$ cat src/shared/plsc_pkg.sv
// Constants and types for the PLL loop and shift clock control block
// Functional notes
// Ref edge select 0: phase detector uses falling reference edges.
// Ref edge select 1: phase detector uses rising reference edges.
// Divider-chain select feeds load then secondary divider into detector.
// Programmer sets reference divider to one in divider-chain mode.
// Secondary divided output is driven on an external pin.
// Loop free-runs while detection suspended, relocks when suspension ends.
// Parallel variant: enable set, address 15, bus bit 3 high suspends.
// Parallel variant latches address from bus pins on strobe falling edge.
// Serial variant: enable set and blanking high suspends locking.
// Outside feedback enable selects outside feedback pin as feedback.
// Outside feedback edge select 0: rising feedback edges used.
// Outside feedback edge select 1: falling feedback edges used.
// Secondary modulus one makes secondary output copy load clock.
// Gate enabled, blanking high: secondary output runs in phase.
// Gate enabled, blanking low: secondary output stops low synchronously.
// Programmer never uses blanking for gating and suspension together.
// Gate start and stop only while load clock is low.
// Reset routes reference straight to differential outputs.
// Reset sets load clock divider modulus to four.
// Programmer waits 20 us after supply reaches 4 V.
// Programmer keeps VCO high using the post-scaler.
// Programmer picks lowest VCO gain for the target frequency.
// Programmer sets detector gain bits to 10 and high bit 1.
// Both post-scaler select bits 1 enters static pin test mode.
// In test mode two bits set differential and load pin levels.
// Test mode drives differential pair complementary.
`default_nettype none
package plsc_pkg;
	localparam logic [3:0] SUSPEND_ADDR = 4'hF;
	localparam int SUSPEND_BIT = 3;
	localparam logic [1:0] POST_TEST = 2'h3;
	localparam logic [3:0] LOAD_DIV_RESET_CODE = 4'h1;
	localparam logic [8:0] SEC_DIV_RESET = 9'h000;
	localparam logic [4:0] LOAD_DIV_RESET_RATIO = 5'h04;
	typedef enum logic [1:0] {
		PLSC_MUX_REF = 2'b00,
		PLSC_MUX_VCO = 2'b01,
		PLSC_MUX_TEST = 2'b10
	} plsc_mux_t;
endpackage
`default_nettype wire

$ cat src/rtl/plsc_top.sv
// Loop feedback selection, detector suspend and shift clock gating
`default_nettype none
module plsc_top (
	input wire logic clk,
	input wire logic rst,
	input wire logic referenceInput,
	input wire logic vcoClock,
	input wire logic refEdgeSelect,
	input wire logic dividerChainFeedbackSelect,
	input wire logic outsideFeedbackEnable,
	input wire logic outsideFeedbackInput,
	input wire logic outsideFeedbackEdgeSelect,
	input wire logic detectorSuspendEnable,
	input wire logic parallelVariant,
	input wire logic [3:0] parallelBusPins,
	input wire logic strobe,
	input wire logic blanking,
	input wire logic shiftClockGateEnable,
	input wire logic [3:0] loadClockDividerCode,
	input wire logic loadDividerWritten,
	input wire logic [8:0] secondaryDivider,
	input wire logic [1:0] postScalerSelect,
	input wire logic testDiffLevel,
	input wire logic testLoadLevel,
	input wire logic internalFeedbackPulse,
	output logic refEventPulse,
	output logic feedbackEventPulse,
	output logic detectorActive,
	output logic clockPlus,
	output logic clockMinus,
	output logic loadClockOut,
	output logic secondaryDividedOutput,
	output logic staticPinTestMode,
	output logic [3:0] latchedAddress
);
	// ==========================================
	// Edge detection and address capture
	logic refPrev_reg, fbPrev_reg, strobePrev_reg;
	logic [3:0] addr_reg, addr_next;
	logic [3:0] n1Code_reg, n1Code_next;
	function automatic logic pickEdge(input logic prev, input logic cur,
		input logic rising);
		pickEdge = rising ? (!prev && cur) : (prev && !cur);
	endfunction
	function automatic logic [4:0] n1Ratio(input logic [3:0] code);
		unique case (code[3] ? {2'b10, code[1:0]} : code)
			4'h0: n1Ratio = 5'h03;
			4'h1, 4'h2: n1Ratio = 5'h04;
			4'h3: n1Ratio = 5'h05;
			4'h4: n1Ratio = 5'h06;
			4'h5, 4'h6: n1Ratio = 5'h08;
			4'h7: n1Ratio = 5'h0A;
			4'h8: n1Ratio = 5'h0C;
			4'h9, 4'hA: n1Ratio = 5'h10;
			default: n1Ratio = 5'h14;
		endcase
	endfunction
	always_comb begin
		addr_next = addr_reg;
		if (strobePrev_reg && !strobe) begin
			addr_next = parallelBusPins;
		end
		n1Code_next = loadDividerWritten ? loadClockDividerCode : n1Code_reg;
	end
	always_ff @(posedge clk or posedge rst) begin
		if (rst) begin
			refPrev_reg <= 1'b0;
			fbPrev_reg <= 1'b0;
			strobePrev_reg <= 1'b1;
			addr_reg <= 4'h0;
			n1Code_reg <= plsc_pkg::LOAD_DIV_RESET_CODE;
		end else begin
			refPrev_reg <= referenceInput;
			fbPrev_reg <= outsideFeedbackInput;
			strobePrev_reg <= strobe;
			addr_reg <= addr_next;
			n1Code_reg <= n1Code_next;
		end
	end
	// ==========================================
	// Load clock and secondary divider
	logic loadTick, loadLevel;
	plsc_divider loadDiv (
		.clk(clk),
		.rst(rst),
		.ratio(n1Ratio(n1Code_reg)),
		.tick(loadTick),
		.level(loadLevel)
	);
	logic [8:0] secCount_reg, secCount_next;
	logic secLevel_reg, secLevel_next;
	logic gateOpen_reg, gateOpen_next;
	logic secRaw;
	always_comb begin
		secCount_next = secCount_reg;
		secLevel_next = secLevel_reg;
		if (loadTick) begin
			// Count 0 to modulus-1 so the chain divides by the modulus
			if (secCount_reg >= secondaryDivider - 9'h001) begin
				secCount_next = 9'h000;
			end else begin
				secCount_next = secCount_reg + 9'h001;
			end
			secLevel_next = (secCount_next < (secondaryDivider >> 1));
		end
		// Modulus one follows the load clock itself
		secRaw = (secondaryDivider <= 9'h001) ? loadLevel : secLevel_reg;
		gateOpen_next = gateOpen_reg;
		if (!loadLevel) begin
			gateOpen_next = blanking;
		end
	end
	always_ff @(posedge clk or posedge rst) begin
		if (rst) begin
			secCount_reg <= plsc_pkg::SEC_DIV_RESET;
			secLevel_reg <= 1'b0;
			gateOpen_reg <= 1'b0;
		end else begin
			secCount_reg <= secCount_next;
			secLevel_reg <= secLevel_next;
			gateOpen_reg <= gateOpen_next;
		end
	end
	// ==========================================
	// Phase detector inputs and output mux
	logic refEv_next, fbEv_next, active_next, test_next;
	logic plus_next, load_next, sec_next;
	logic chainEvent;
	plsc_pkg::plsc_mux_t mux;
	always_comb begin
		refEv_next = pickEdge(refPrev_reg, referenceInput, refEdgeSelect);
		chainEvent = loadTick && (secCount_reg == 9'h000);
		fbEv_next = internalFeedbackPulse;
		if (outsideFeedbackEnable) begin
			fbEv_next = pickEdge(fbPrev_reg, outsideFeedbackInput,
				!outsideFeedbackEdgeSelect);
		end else if (dividerChainFeedbackSelect) begin
			fbEv_next = chainEvent;
		end
		active_next = 1'b1;
		if (detectorSuspendEnable) begin
			if (parallelVariant) begin
				active_next = !(addr_reg == plsc_pkg::SUSPEND_ADDR &&
					parallelBusPins[plsc_pkg::SUSPEND_BIT]);
			end else begin
				active_next = !blanking;
			end
		end
		test_next = (postScalerSelect == plsc_pkg::POST_TEST);
		if (test_next) begin
			mux = plsc_pkg::PLSC_MUX_TEST;
		end else if (n1Code_reg == plsc_pkg::LOAD_DIV_RESET_CODE &&
			!loadDividerWritten && postScalerSelect == 2'h0) begin
			mux = plsc_pkg::PLSC_MUX_REF;
		end else begin
			mux = plsc_pkg::PLSC_MUX_VCO;
		end
		unique case (mux)
			plsc_pkg::PLSC_MUX_REF: plus_next = referenceInput;
			plsc_pkg::PLSC_MUX_TEST: plus_next = testDiffLevel;
			default: plus_next = vcoClock;
		endcase
		load_next = test_next ? testLoadLevel : loadLevel;
		sec_next = secRaw;
		if (shiftClockGateEnable && !gateOpen_next) begin
			sec_next = 1'b0;
		end
	end
	always_ff @(posedge clk or posedge rst) begin
		if (rst) begin
			refEventPulse <= 1'b0;
			feedbackEventPulse <= 1'b0;
			detectorActive <= 1'b1;
			clockPlus <= 1'b0;
			clockMinus <= 1'b1;
			loadClockOut <= 1'b0;
			secondaryDividedOutput <= 1'b0;
			staticPinTestMode <= 1'b0;
			latchedAddress <= 4'h0;
		end else begin
			refEventPulse <= refEv_next && active_next;
			feedbackEventPulse <= fbEv_next && active_next;
			detectorActive <= active_next;
			clockPlus <= plus_next;
			clockMinus <= !plus_next;
			loadClockOut <= load_next;
			secondaryDividedOutput <= sec_next;
			staticPinTestMode <= test_next;
			latchedAddress <= addr_next;
		end
	end
	// ==========================================
	// Checks
	AST_SUSPEND: assert property (@(posedge clk) disable iff (rst)
		(detectorSuspendEnable && !parallelVariant && blanking)
		|=> !detectorActive) else $error("suspend missed");
	AST_PAR_SUSPEND: assert property (@(posedge clk) disable iff (rst)
		(detectorSuspendEnable && parallelVariant &&
		addr_reg == plsc_pkg::SUSPEND_ADDR &&
		parallelBusPins[plsc_pkg::SUSPEND_BIT]) |=> !detectorActive)
		else $error("bus suspend missed");
	AST_TEST_COMP: assert property (@(posedge clk) disable iff (rst)
		clockPlus != clockMinus) else $error("pair not complementary");
	AST_TEST_MODE: assert property (@(posedge clk) disable iff (rst)
		(postScalerSelect == 2'h3) |=> staticPinTestMode)
		else $error("test mode missed");
	AST_GATE_LOW: assert property (@(posedge clk) disable iff (rst)
		(shiftClockGateEnable && !gateOpen_next) |=> !secondaryDividedOutput)
		else $error("gated output high");
	AST_ADDR: assert property (@(posedge clk) disable iff (rst)
		(strobePrev_reg && !strobe) |=> latchedAddress == $past(parallelBusPins))
		else $error("address not latched");
endmodule
`default_nettype wire

$ cat src/rtl/plsc_divider.sv
// Programmable counter divider producing a load clock enable and level
`default_nettype none
module plsc_divider (
	input wire logic clk,
	input wire logic rst,
	input wire logic [4:0] ratio,
	output logic tick,
	output logic level
);
	logic [4:0] countReg, countNext;
	logic levelReg, levelNext;
	always_comb begin
		countNext = countReg + 5'h01;
		levelNext = levelReg;
		if (countReg >= ratio - 5'h01) begin
			countNext = 5'h00;
		end
		levelNext = (countNext < (ratio >> 1));
	end
	always_ff @(posedge clk or posedge rst) begin
		if (rst) begin
			countReg <= 5'h00;
			levelReg <= 1'b0;
		end else begin
			countReg <= countNext;
			levelReg <= levelNext;
		end
	end
	assign tick = (countReg == 5'h00);
	assign level = levelReg;
endmodule
`default_nettype wire

$ cat config.mk
export PLATFORM = sky130hd
export DESIGN_NAME = plsc_top
export DESIGN_NICKNAME = d
export VERILOG_FILES = /design/src/shared/plsc_pkg.sv /design/src/rtl/plsc_top.sv /design/src/rtl/plsc_divider.sv
export SDC_FILE = /design/constraint.sdc
export NUM_CORES = 1
export LEC_CHECK = 0
export BUFFER_PORTS_ARGS = -buffer_cell sky130_fd_sc_hd__buf_2
export CELL_PAD_IN_SITES_DETAIL_PLACEMENT = 0
export CELL_PAD_IN_SITES_GLOBAL_PLACEMENT = 2
export CORE_ASPECT_RATIO = 0.7
export CORE_UTILIZATION = 34
export CTS_CLUSTER_DIAMETER = 40
export DETAILED_ROUTE_END_ITERATION = 16
export HOLD_SLACK_MARGIN = 0.1
export PLACE_DENSITY_LB_ADDON = 0.12
export SYNTH_ARGS = -nofsm -noshare
export SYNTH_HDL_FRONTEND = slang
export SYNTH_SLANG_ARGS = --single-unit
$ cat constraint.sdc
create_clock -name clk -period 3.8 [get_ports clk]
set_clock_uncertainty 0.1 [all_clocks]
set_input_delay 0.76 -clock clk [delete_from_list [all_inputs] [get_ports clk]]
set_output_delay 0.76 -clock clk [all_outputs]
set_load 0.02 [all_outputs]
# [Word-level counts from Yosys, hierarchy flattened]
# Memories as Yosys holds them, arrays and structs flattened.
# Index checks and enable logic that the tools add are counted.
[classes] mux=17 reduce_logical=26 magnitude_cmp=5 eq_ne=4 add_sub_neg=4
[op_table] operator="9-bit 2-to-1 mux" n=2
[op_table] operator="1-bit logical AND" n=12
[op_table] operator="1-bit 2-to-1 mux" n=11
[op_table] operator="1-bit logical NOT" n=10
[op_table] operator="9-bit by 1-bit adder with 9-bit output, second input constant" n=1
[op_table] operator="9-bit greater-or-equal comparator" n=1
[op_table] operator="9-bit by 1-bit less-or-equal comparator with 1-bit output, second input constant" n=1
[op_table] operator="9-bit logical NOT" n=1
[op_table] operator="9-bit by 8-bit < comparator with 1-bit output" n=1
[op_table] operator="9-bit by 1-bit subtractor with 9-bit output, second input constant" n=1
[op_table] operator="5-bit by 1-bit adder with 5-bit output, second input constant" n=1
[op_table] operator="5-bit greater-or-equal comparator" n=1
[op_table] operator="5-bit logical NOT" n=1
[op_table] operator="5-bit by 4-bit < comparator with 1-bit output" n=1
[op_table] operator="5-bit 2-to-1 mux" n=1
[op_table] operator="5-bit by 1-bit subtractor with 5-bit output, second input constant" n=1
[op_table] operator="2-bit equality test, second input constant" n=2
[op_table] operator="4-bit by 1-bit equality test with 1-bit output, second input constant" n=1
[op_table] operator="4-bit equality test, second input constant" n=1
[op_table] operator="2-bit logical NOT" n=2
[op_table] operator="4-bit 2-to-1 mux" n=1
[op_table] operator="2-bit 2-to-1 mux" n=1
[op_table] operator="1-bit one-hot mux with 2 select lines" n=1
[word_totals] memories=1 wordCells=75 regBits=36 out_inout_bits=12 rom_bits=80
[mem_list] memory="(name not given)" depth=16 width=5 read_ports=1 rd_clocked_by_memory_dff=0 write_ports=0 line="plsc_top.sv:46" rtl="unique case (code[3] ? {2'b10, code[1:0]} : code)"

# [Depth between registers and ports, before layout]
# Gate-level depths: netlist (run 1).
[depth] depth_word=8 ltp_mapped=17

# [Hierarchy]
# From an unflattened synthesis (run 1), not the netlist that was laid out.
[hier_totals] hier_cells=284 area_unflattened_um2=2588.7
[modules_own_cells] mod="plsc_top" area_per_inst_um2=2089.5 cells_per_inst=229 n_inst=1 seq_area_each_um2=755.7
[modules_own_cells] mod="plsc_divider" area_per_inst_um2=499.2 cells_per_inst=55 n_inst=1 seq_area_each_um2=150.1

# [Worst setup path before layout (run 1)]
# OpenSTA, ideal clock, no wires.
[synth_timing] path_type="input to register" from="in secondaryDivider[4]" to="reg secLevel_reg" required_time_ns=3.578 setup_ns=0.122 path_stages=15 path_buffers=1 t_arrival_ns=3.727 slack_ns=-0.149 cell_sequence="or4_1 > nor3_1 > nand2_1 > xnor2_1 > ha_1 > nand4_1 > or2_1 > o211ai_1 > buf_2 > nor2_1 > ha_1 > nand4_1 > o32a_1 > a21oi_1 > o21ai_1"
[synth_between] elab_chain_cells=5
[synth_rtl] element="start: declaration" line="plsc_top.sv:21" rtl="input wire logic [8:0] secondaryDivider,"
[synth_rtl] element="9-bit by 1-bit subtractor with 9-bit output" line="plsc_top.sv:99" rtl="if (secCount_reg >= secondaryDivider - 9'h001) begin"
[synth_rtl] element="9-bit greater-or-equal comparator" line="plsc_top.sv:99"
[synth_rtl] element="9-bit 2-to-1 mux" line="plsc_top.sv:99"
[synth_rtl] element="9-bit 2-to-1 mux" line="plsc_top.sv:97" rtl="if (loadTick) begin"
[synth_rtl] element="9-bit by 8-bit < comparator with 1-bit output (*)" line="plsc_top.sv:104" rtl="secLevel_next = (secCount_next < (secondaryDivider >> 1));"
[synth_rtl] element="end signal: assignment" line="plsc_top.sv:120" rtl="secLevel_reg <= secLevel_next;"
[synth_rtl] element="end: declaration" line="plsc_top.sv:91" rtl="logic secLevel_reg, secLevel_next;"
# Every way passes the cells marked *; elsewhere a longest branch is shown, timed or not. The select of a mux whose other input is x is not followed.
# A chain may end at the register's enable or synchronous reset.

# [Worst setup path in the final report (run 1)]
[layout_timing] from="in secondaryDivider[3]" to="reg secLevel_reg"
# The elaborated chain is that of the path after synthesis.

==> flow_summary.yaml, run 1 <==
worst_setup_path:
  critPathLaunchType: "input pin"
  worstPathRequired_ns: 3.89
  crit_fanout: 7
  end_kind: "flop"
  arrival_ns: 3.96
  path_class: "in -> reg"
grt:
  track_usage_pct: 16.83
  grt_max_degree: 37
  grt_pass1_vias: 1994
  grt_pass1_wl_um: 10010
  grt-ovfl-total: 0
  antenna_found_initial: 0
drt:
  ant_nets: 0
  wl_met1_um: 3604
  routed-via-count: 2171
  wl_met2_um: 2271
  drc: 0
  wirelength_um: 6181
  vias_per_cell: 4.912
  drtIter0Drc: 129
  highest_layer: "met4"
  route.met3.wl_um: 262
  wl_per_cell_um: 13.98
  firstDrtPassIters: 4
clock_tree:
  cts_made_buffers: 5
  cts_tree: "yes"
  cts.sinks: 36
  cts_hold_buf: 0
  cts.path.max_buffers: 2
  cts-htree-levels: 2
  clk_pin_slew_worst_paths_ns: 0.08
  worstSkewPairLatency_ns: 0.29
  cts-root-buf: "clkbuf_8"
synth:
  syn_avg_cell_area_um2: 9.359
  synthCells: 271
  syn_area_um2: 2536
  yosysWarnings: 0
  netlist-cell-type-count: 47
  ys_seq_area_share_pct: 35.72
  ys_ff_latch: 36
  syn-num-nets: 342
worst_hold_path:
  hold_path.class: "reg -> reg"
finish:
  layout_commonest_cell: "buf_2"
  nets: 418
  diodes: 0
  final_area_um2: 3228
  mostFrequentLayoutCells: "46 x buf_2, 34 x ha_1, 32 x dfrtp_1, 24 x inv_1, 23 x buf_4"
  drive_gt1_share_pct: 29.89
  final_cells: 442
  syn_to_final_growth_pct: 27.28
  largest_register_ffs: 9
floorplan:
  ios: 49
  die_w_um: 105.2
  fp.dieH_um: 74.26
  dieArea_um2: 7814
  core_area_um2: 6975
  initial_core_util_pct: 36.36
  fp-row-count: 25
power:
  intPower_w: 0.001139
  clkPwrFrac_pct: 17.8
  leakage_nw: 1.550
  p_sw_share_pct: 39.35
  peakVddDrop_mv: 0.2508
  power_density_nw_per_um2: 582.0
  seqPwrFrac_pct: 33.0
  p_comb_share_pct: 49.2
  switchingPower_w: 0.0007393
sta:
  rsz0062_at_grt: "true"
  period_minus_slack_ns: 3.871
  slew_headroom_pct: 69.22
  fin_crit_sh_pct: 101.9
  hold_viol_final: 0
  timing_worst_slew_pin_value_ns: 0.4617
  setup_viol: 1
  layout_setup_ws_ns: -0.07051
  report.final.slew_viol_count: 0
  clock.fmax_mhz: 258.4
placed_design:
  placed_cells: 427
  gp_congestion: 0.7926
  portBuffers: 48
  post_dp_cell_area_um2: 3010
  hpwlAfterDp_um: 4881
job:
  maxCapViolCount: 0
run_status:
  outcome: "finished with violations"
  violations: "negative setup slack"
## cell families (layout without fill, tap and decap cells)
| family | count (synthesis) | count (layout) | synth area share [%] |
|---|---|---|---|
| muxes | 9 | 9 | 3.947 |
| adders and majority gates | 34 | 34 | 16.77 |
| DFF | 36 | 36 | 35.72 |
| AOI/OAI and AO/OA | 53 | 53 | 13.52 |
| xor gates and xnor gates | 16 | 16 | 5.525 |
| buffers and inverters | 27 | 104 | 4.341 |
| and+or+nand+nor | 96 | 96 | 20.18 |
## critical path, cell delays in order
cell and delay (ns):
buf_6 0.09, or4_4 0.56, buf_6 0.15, nor4_4 0.14
xnor2_1 0.11, ha_1 0.30, nand4_1 0.11, or2_1 0.24
o211ai_1 0.24, buf_4 0.20, nor2_2 0.04, ha_1 0.33
nand4_1 0.14, o32a_1 0.36, a21oi_2 0.11, o21ai_1 0.07
## path summary, 6_finish.rpt
check / from / depth (start not counted) / slack (ns) / to
min in group asynchronous: rst / 3 / 0.46 / feedbackEventPulse$_DFF_PP0_
max in group asynchronous: rst / 3 / 2.79 / n1Code_reg[0]$_DFFE_PP1P_
worst min-delay path: gateOpen_reg$_DFF_PP0_ / 1 / 0.41 / gateOpen_reg$_DFF_PP0_
worst max-delay path: secondaryDivider[3] / 16 / -0.07 / secLevel_reg$_DFFE_PP0N_
worst min register to register: gateOpen_reg$_DFF_PP0_ / 1 / 0.41 / gateOpen_reg$_DFF_PP0_
worst max register to register: n1Code_reg[0]$_DFFE_PP1P_ / 16 / 0.34 / loadDiv.level$_DFF_PP0_
## area by class of cell
cell class / count / area, um2
Sequential cell: 36 / 905.9
Clock buffer: 6 / 72.57
Clock inverter: 2 / 35.03
Timing Repair Buffer: 72 / 436.7
Fill cell: 687 / 3747
Tap cell: 94 / 117.6
Inverter: 24 / 90.09
Multi-Input combinational cell: 208 / 1570
## synthesized netlist by cell type, drive strengths merged
library cell,n,area [um2]
a21o,5,37.54
nor4b,2,17.52
nor2b,1,6.260
o211ai,1,7.510
o22ai,1,6.260
nand2,22,82.58
nor4,2,12.51
clkbuf,1,3.750
o21a,2,15.01
and2,1,6.260
a21oi,17,85.08
and3,5,31.28
xor2,5,43.79
dfstp,4,105.1
buf,2,16.26
a311oi,1,8.760
o2bb2ai,3,26.28
a211oi,3,22.52
ha,34,425.4
nand2b,9,56.30
or3,3,18.77
xnor2,11,96.34
and4,1,8.760
a21boi,1,7.510
o211a,2,20.02
nand3,14,70.07
or4b,2,23.77
mux2,8,90.09
inv,24,90.09
nor3,7,35.03
nand3b,3,22.52
or2,2,12.52
mux2i,1,10.01
o32a,1,10.01
o21ai,13,65.06
or4,1,7.510
nor2,15,56.30
o221a,1,11.26
dfrtp,32,800.8
a221o,2,20.02
nor3b,1,7.510
or3b,2,17.52
nand4,3,18.77
## power groups by stage
| stage | sequential, W | combinational [W] | clock, W |
|---|---|---|---|
| finish | 0.000620 | 0.000925 | 0.000334 |
| global route | 0.000639 | 0.00105 | 0.000356 |
| CTS | 0.000620 | 0.000897 | 0.000344 |
| detailed placement | 0.000625 | 0.000882 | 0 |
| global placement | 0.000628 | 0.000870 | 0 |
| floorplan | 0.000604 | 0.000606 | 0 |
## per-layer routing
| layer | global-route usage [%] | up-vias |
|---|---|---|
| li1 | - | 1123 |
| met3 | 3.243 | 5 |
| met5 | 0 | - |
| met2 | 21.05 | 39 |
| met4 | 4.695 | 0 |
| met1 | 27.84 | 1004 |
## through the flow
stage          TNS [ns]  hold slack (ns)  power (W)  utilization [%]  worst slack [ns]
2_1_floorplan  -0.05439           0.3538   0.001210                -          -0.05439
3_3_place_gp    -0.2437           0.3827   0.001499            43.16           -0.2437
3_5_place_dp    -0.3140           0.3893   0.001506            43.16           -0.3140
4_1_cts               0           0.4070   0.001860            45.09          0.003599
5_1_grt         -0.2345           0.4396   0.002046            46.28           -0.2345
6_report       -0.07051           0.4084   0.001879            46.28          -0.07051
## what timing repair did
item	in CTS	in global routing
pin swaps	2	15
setup buffers	2	5
gates resized for setup	2	9
setup endpoints to repair	1	1
No activity file was read; power rests on OpenSTA's default activity.
==> run 2: changes to the inputs <==
- CORE_UTILIZATION: 34 -> 31
- clock period: 3.8 -> 3.4 ns (I/O delays scaled with it)
==> flow_summary.yaml, run 2 (synthesis results as in run 1) <==
run_status:
  outcome: "finished with violations"
  violations: "negative setup slack"
drt:
  wirelength_um: 6700
  ant_nets: 0
  wl_per_cell_um: 14.29
  firstDrtPassIters: 4
  drc: 0
  routed-via-count: 2251
  drtIter0Drc: 68
  vias_per_cell: 4.800
power:
  power_density_nw_per_um2: 694.4
  peakVddDrop_mv: 0.3253
  finalPower_w: 0.002454
  leakage_nw: 1.674
clock_tree:
  cts-htree-levels: 2
  cts_tree: "yes"
  cts.path.max_buffers: 2
  clk_pin_slew_worst_paths_ns: 0.06
  cts_made_buffers: 5
  worstSkewPairLatency_ns: 0.28
  cts-root-buf: "clkbuf_16"
  cts_hold_buf: 0
  cts.sinks: 36
placed_design:
  gp_congestion: 0.7903
  placed_cells: 452
  dp_slack_ns: -0.6717
  portBuffers: 48
  hpwlAfterDp_um: 5274
worst_hold_path:
  hold_path.class: "reg -> reg"
sta:
  setup_tns_ns: -0.4701
  slew_headroom_pct: 68.28
  period_minus_slack_ns: 3.870
  timing_worst_slew_pin_value_ns: 0.4759
  fin_crit_sh_pct: 113.8
  clock.fmax_mhz: 258.4
  report.final.slew_viol_count: 0
  hold_viol_final: 0
  setup_viol: 1
  rsz0062_at_grt: "true"
  layout_setup_ws_ns: -0.4701
grt:
  grt_max_degree: 37
  grt_pass1_vias: 2136
  grt_pass1_wl_um: 10540
  antenna_found_initial: 0
  grt-ovfl-total: 0
  track_usage_pct: 16.14
worst_setup_path:
  path_cells: "buf_6 > or4_4 > nor3_4 > nand2_1 > xnor2_1 > ha_1 > nand4_1 > or2_1 > o211ai_1 > buf_4 > buf_6 > a21oi_2 > ha_1 > nand3_2 > o32a_1 > a21oi_1 > o21ai_1"
  worstPathRequired_ns: 3.46
  slowest_delay_ns: 0.57
  critPathLaunchType: "input pin"
  slowest_stage: "or4_4"
  crit_fanout: 6
  path_class: "in -> reg"
  arrival_ns: 3.93
  end_kind: "flop"
  r2r_slack_ns: 0.12
floorplan:
  die_w_um: 110.1
  ios: 49
  dieArea_um2: 8553
  core_area_um2: 7905
  fp.dieH_um: 77.68
  fp-row-count: 27
  initial_core_util_pct: 32.08
job:
  maxCapViolCount: 0
finish:
  nets: 438
  final_cells: 469
  largest_register_ffs: 9
  utilization_pct: 44.71
  drive_gt1_share_pct: 38.86
  layout_commonest_cell: "buf_2"
  nFillCells: 801
  diodes: 0
  mostFrequentLayoutCells: "47 x buf_2, 43 x buf_4, 32 x dfrtp_1, 29 x ha_1, 22 x inv_1"
  syn_to_final_growth_pct: 39.37
==> run 2: timing repair <==
action | 4_1_cts | 5_1_grt
pin swaps | 7 | 24
endpoints found under the hold margin | 0 | 0
buffers inserted | 1 | 8
resized for setup | 12 | 19
setup endpoints to repair | 2 | 2
==> run 2: final cells by class <==
type / instances / area [um2] / area share (%)
Clock inverter: 1 / 7.507 / 0.2124
Timing Repair Buffer: 92 / 580.6 / 16.42
Sequential cell: 36 / 905.9 / 25.63
Clock buffer: 7 / 142.6 / 4.035
Tap cell: 101 / 126.4 / 3.575
Inverter: 24 / 90.09 / 2.549
Multi-Input combinational cell: 208 / 1682 / 47.58
==> run 2: worst max-delay path: cells and delay by family <==
| family | cells | cell delay (ns) |
|---|---|---|
| buffers and inverters | 3 | 0.40 |
| XOR/XNOR | 1 | 0.14 |
| adder cells (fa/ha/maj) | 2 | 0.62 |
| AND/OR/NAND/NOR | 6 | 1.34 |
| AO/OA/AOI/OAI | 5 | 0.75 |
==> run 2: per-stage QoR <==
stage	cell area, um2	hold WS [ns]
after floorplan	2547	0.3538
after global placement	3154	0.3824
after detailed placement	3154	0.3914
after CTS	3372	0.4039
after global routing	3535	0.4037
final	3535	0.3975
==> run 2: layer usage <==
| layer | routed length, um | part of all wire [%] | global-route usage, % |
|---|---|---|---|
| met2 | 2495 | 37 | 21.06 |
| met1 | 3869 | 58 | 26.17 |
| met5 | 0 | 0 | 0 |
| met4 | 40 | 0.60 | 3.158 |
| met3 | 295 | 4.4 | 3.697 |
==> run 2: path summary, 6_finish.rpt <==
path                                           start                       end  cells after the start
setup / recovery                 secondaryDivider[3]  secLevel_reg$_DFFE_PP0N_                     17
hold / removal                gateOpen_reg$_DFF_PP0_    gateOpen_reg$_DFF_PP0_                      1
setup reg to reg           n1Code_reg[0]$_DFFE_PP1P_   loadDiv.level$_DFF_PP0_                     13
hold reg to reg               gateOpen_reg$_DFF_PP0_    gateOpen_reg$_DFF_PP0_                      1
max in group asynchronous                        rst  detectorActive$_DFF_PP1_                      3
min in group asynchronous                        rst    loadClockOut$_DFF_PP0_                      3
==> run 2: power by group <==
group / switching [W] / internal (W)
sequential: 0.000133 / 0.000546
clock: 0.000171 / 0.000292
combinational: 0.000649 / 0.000664
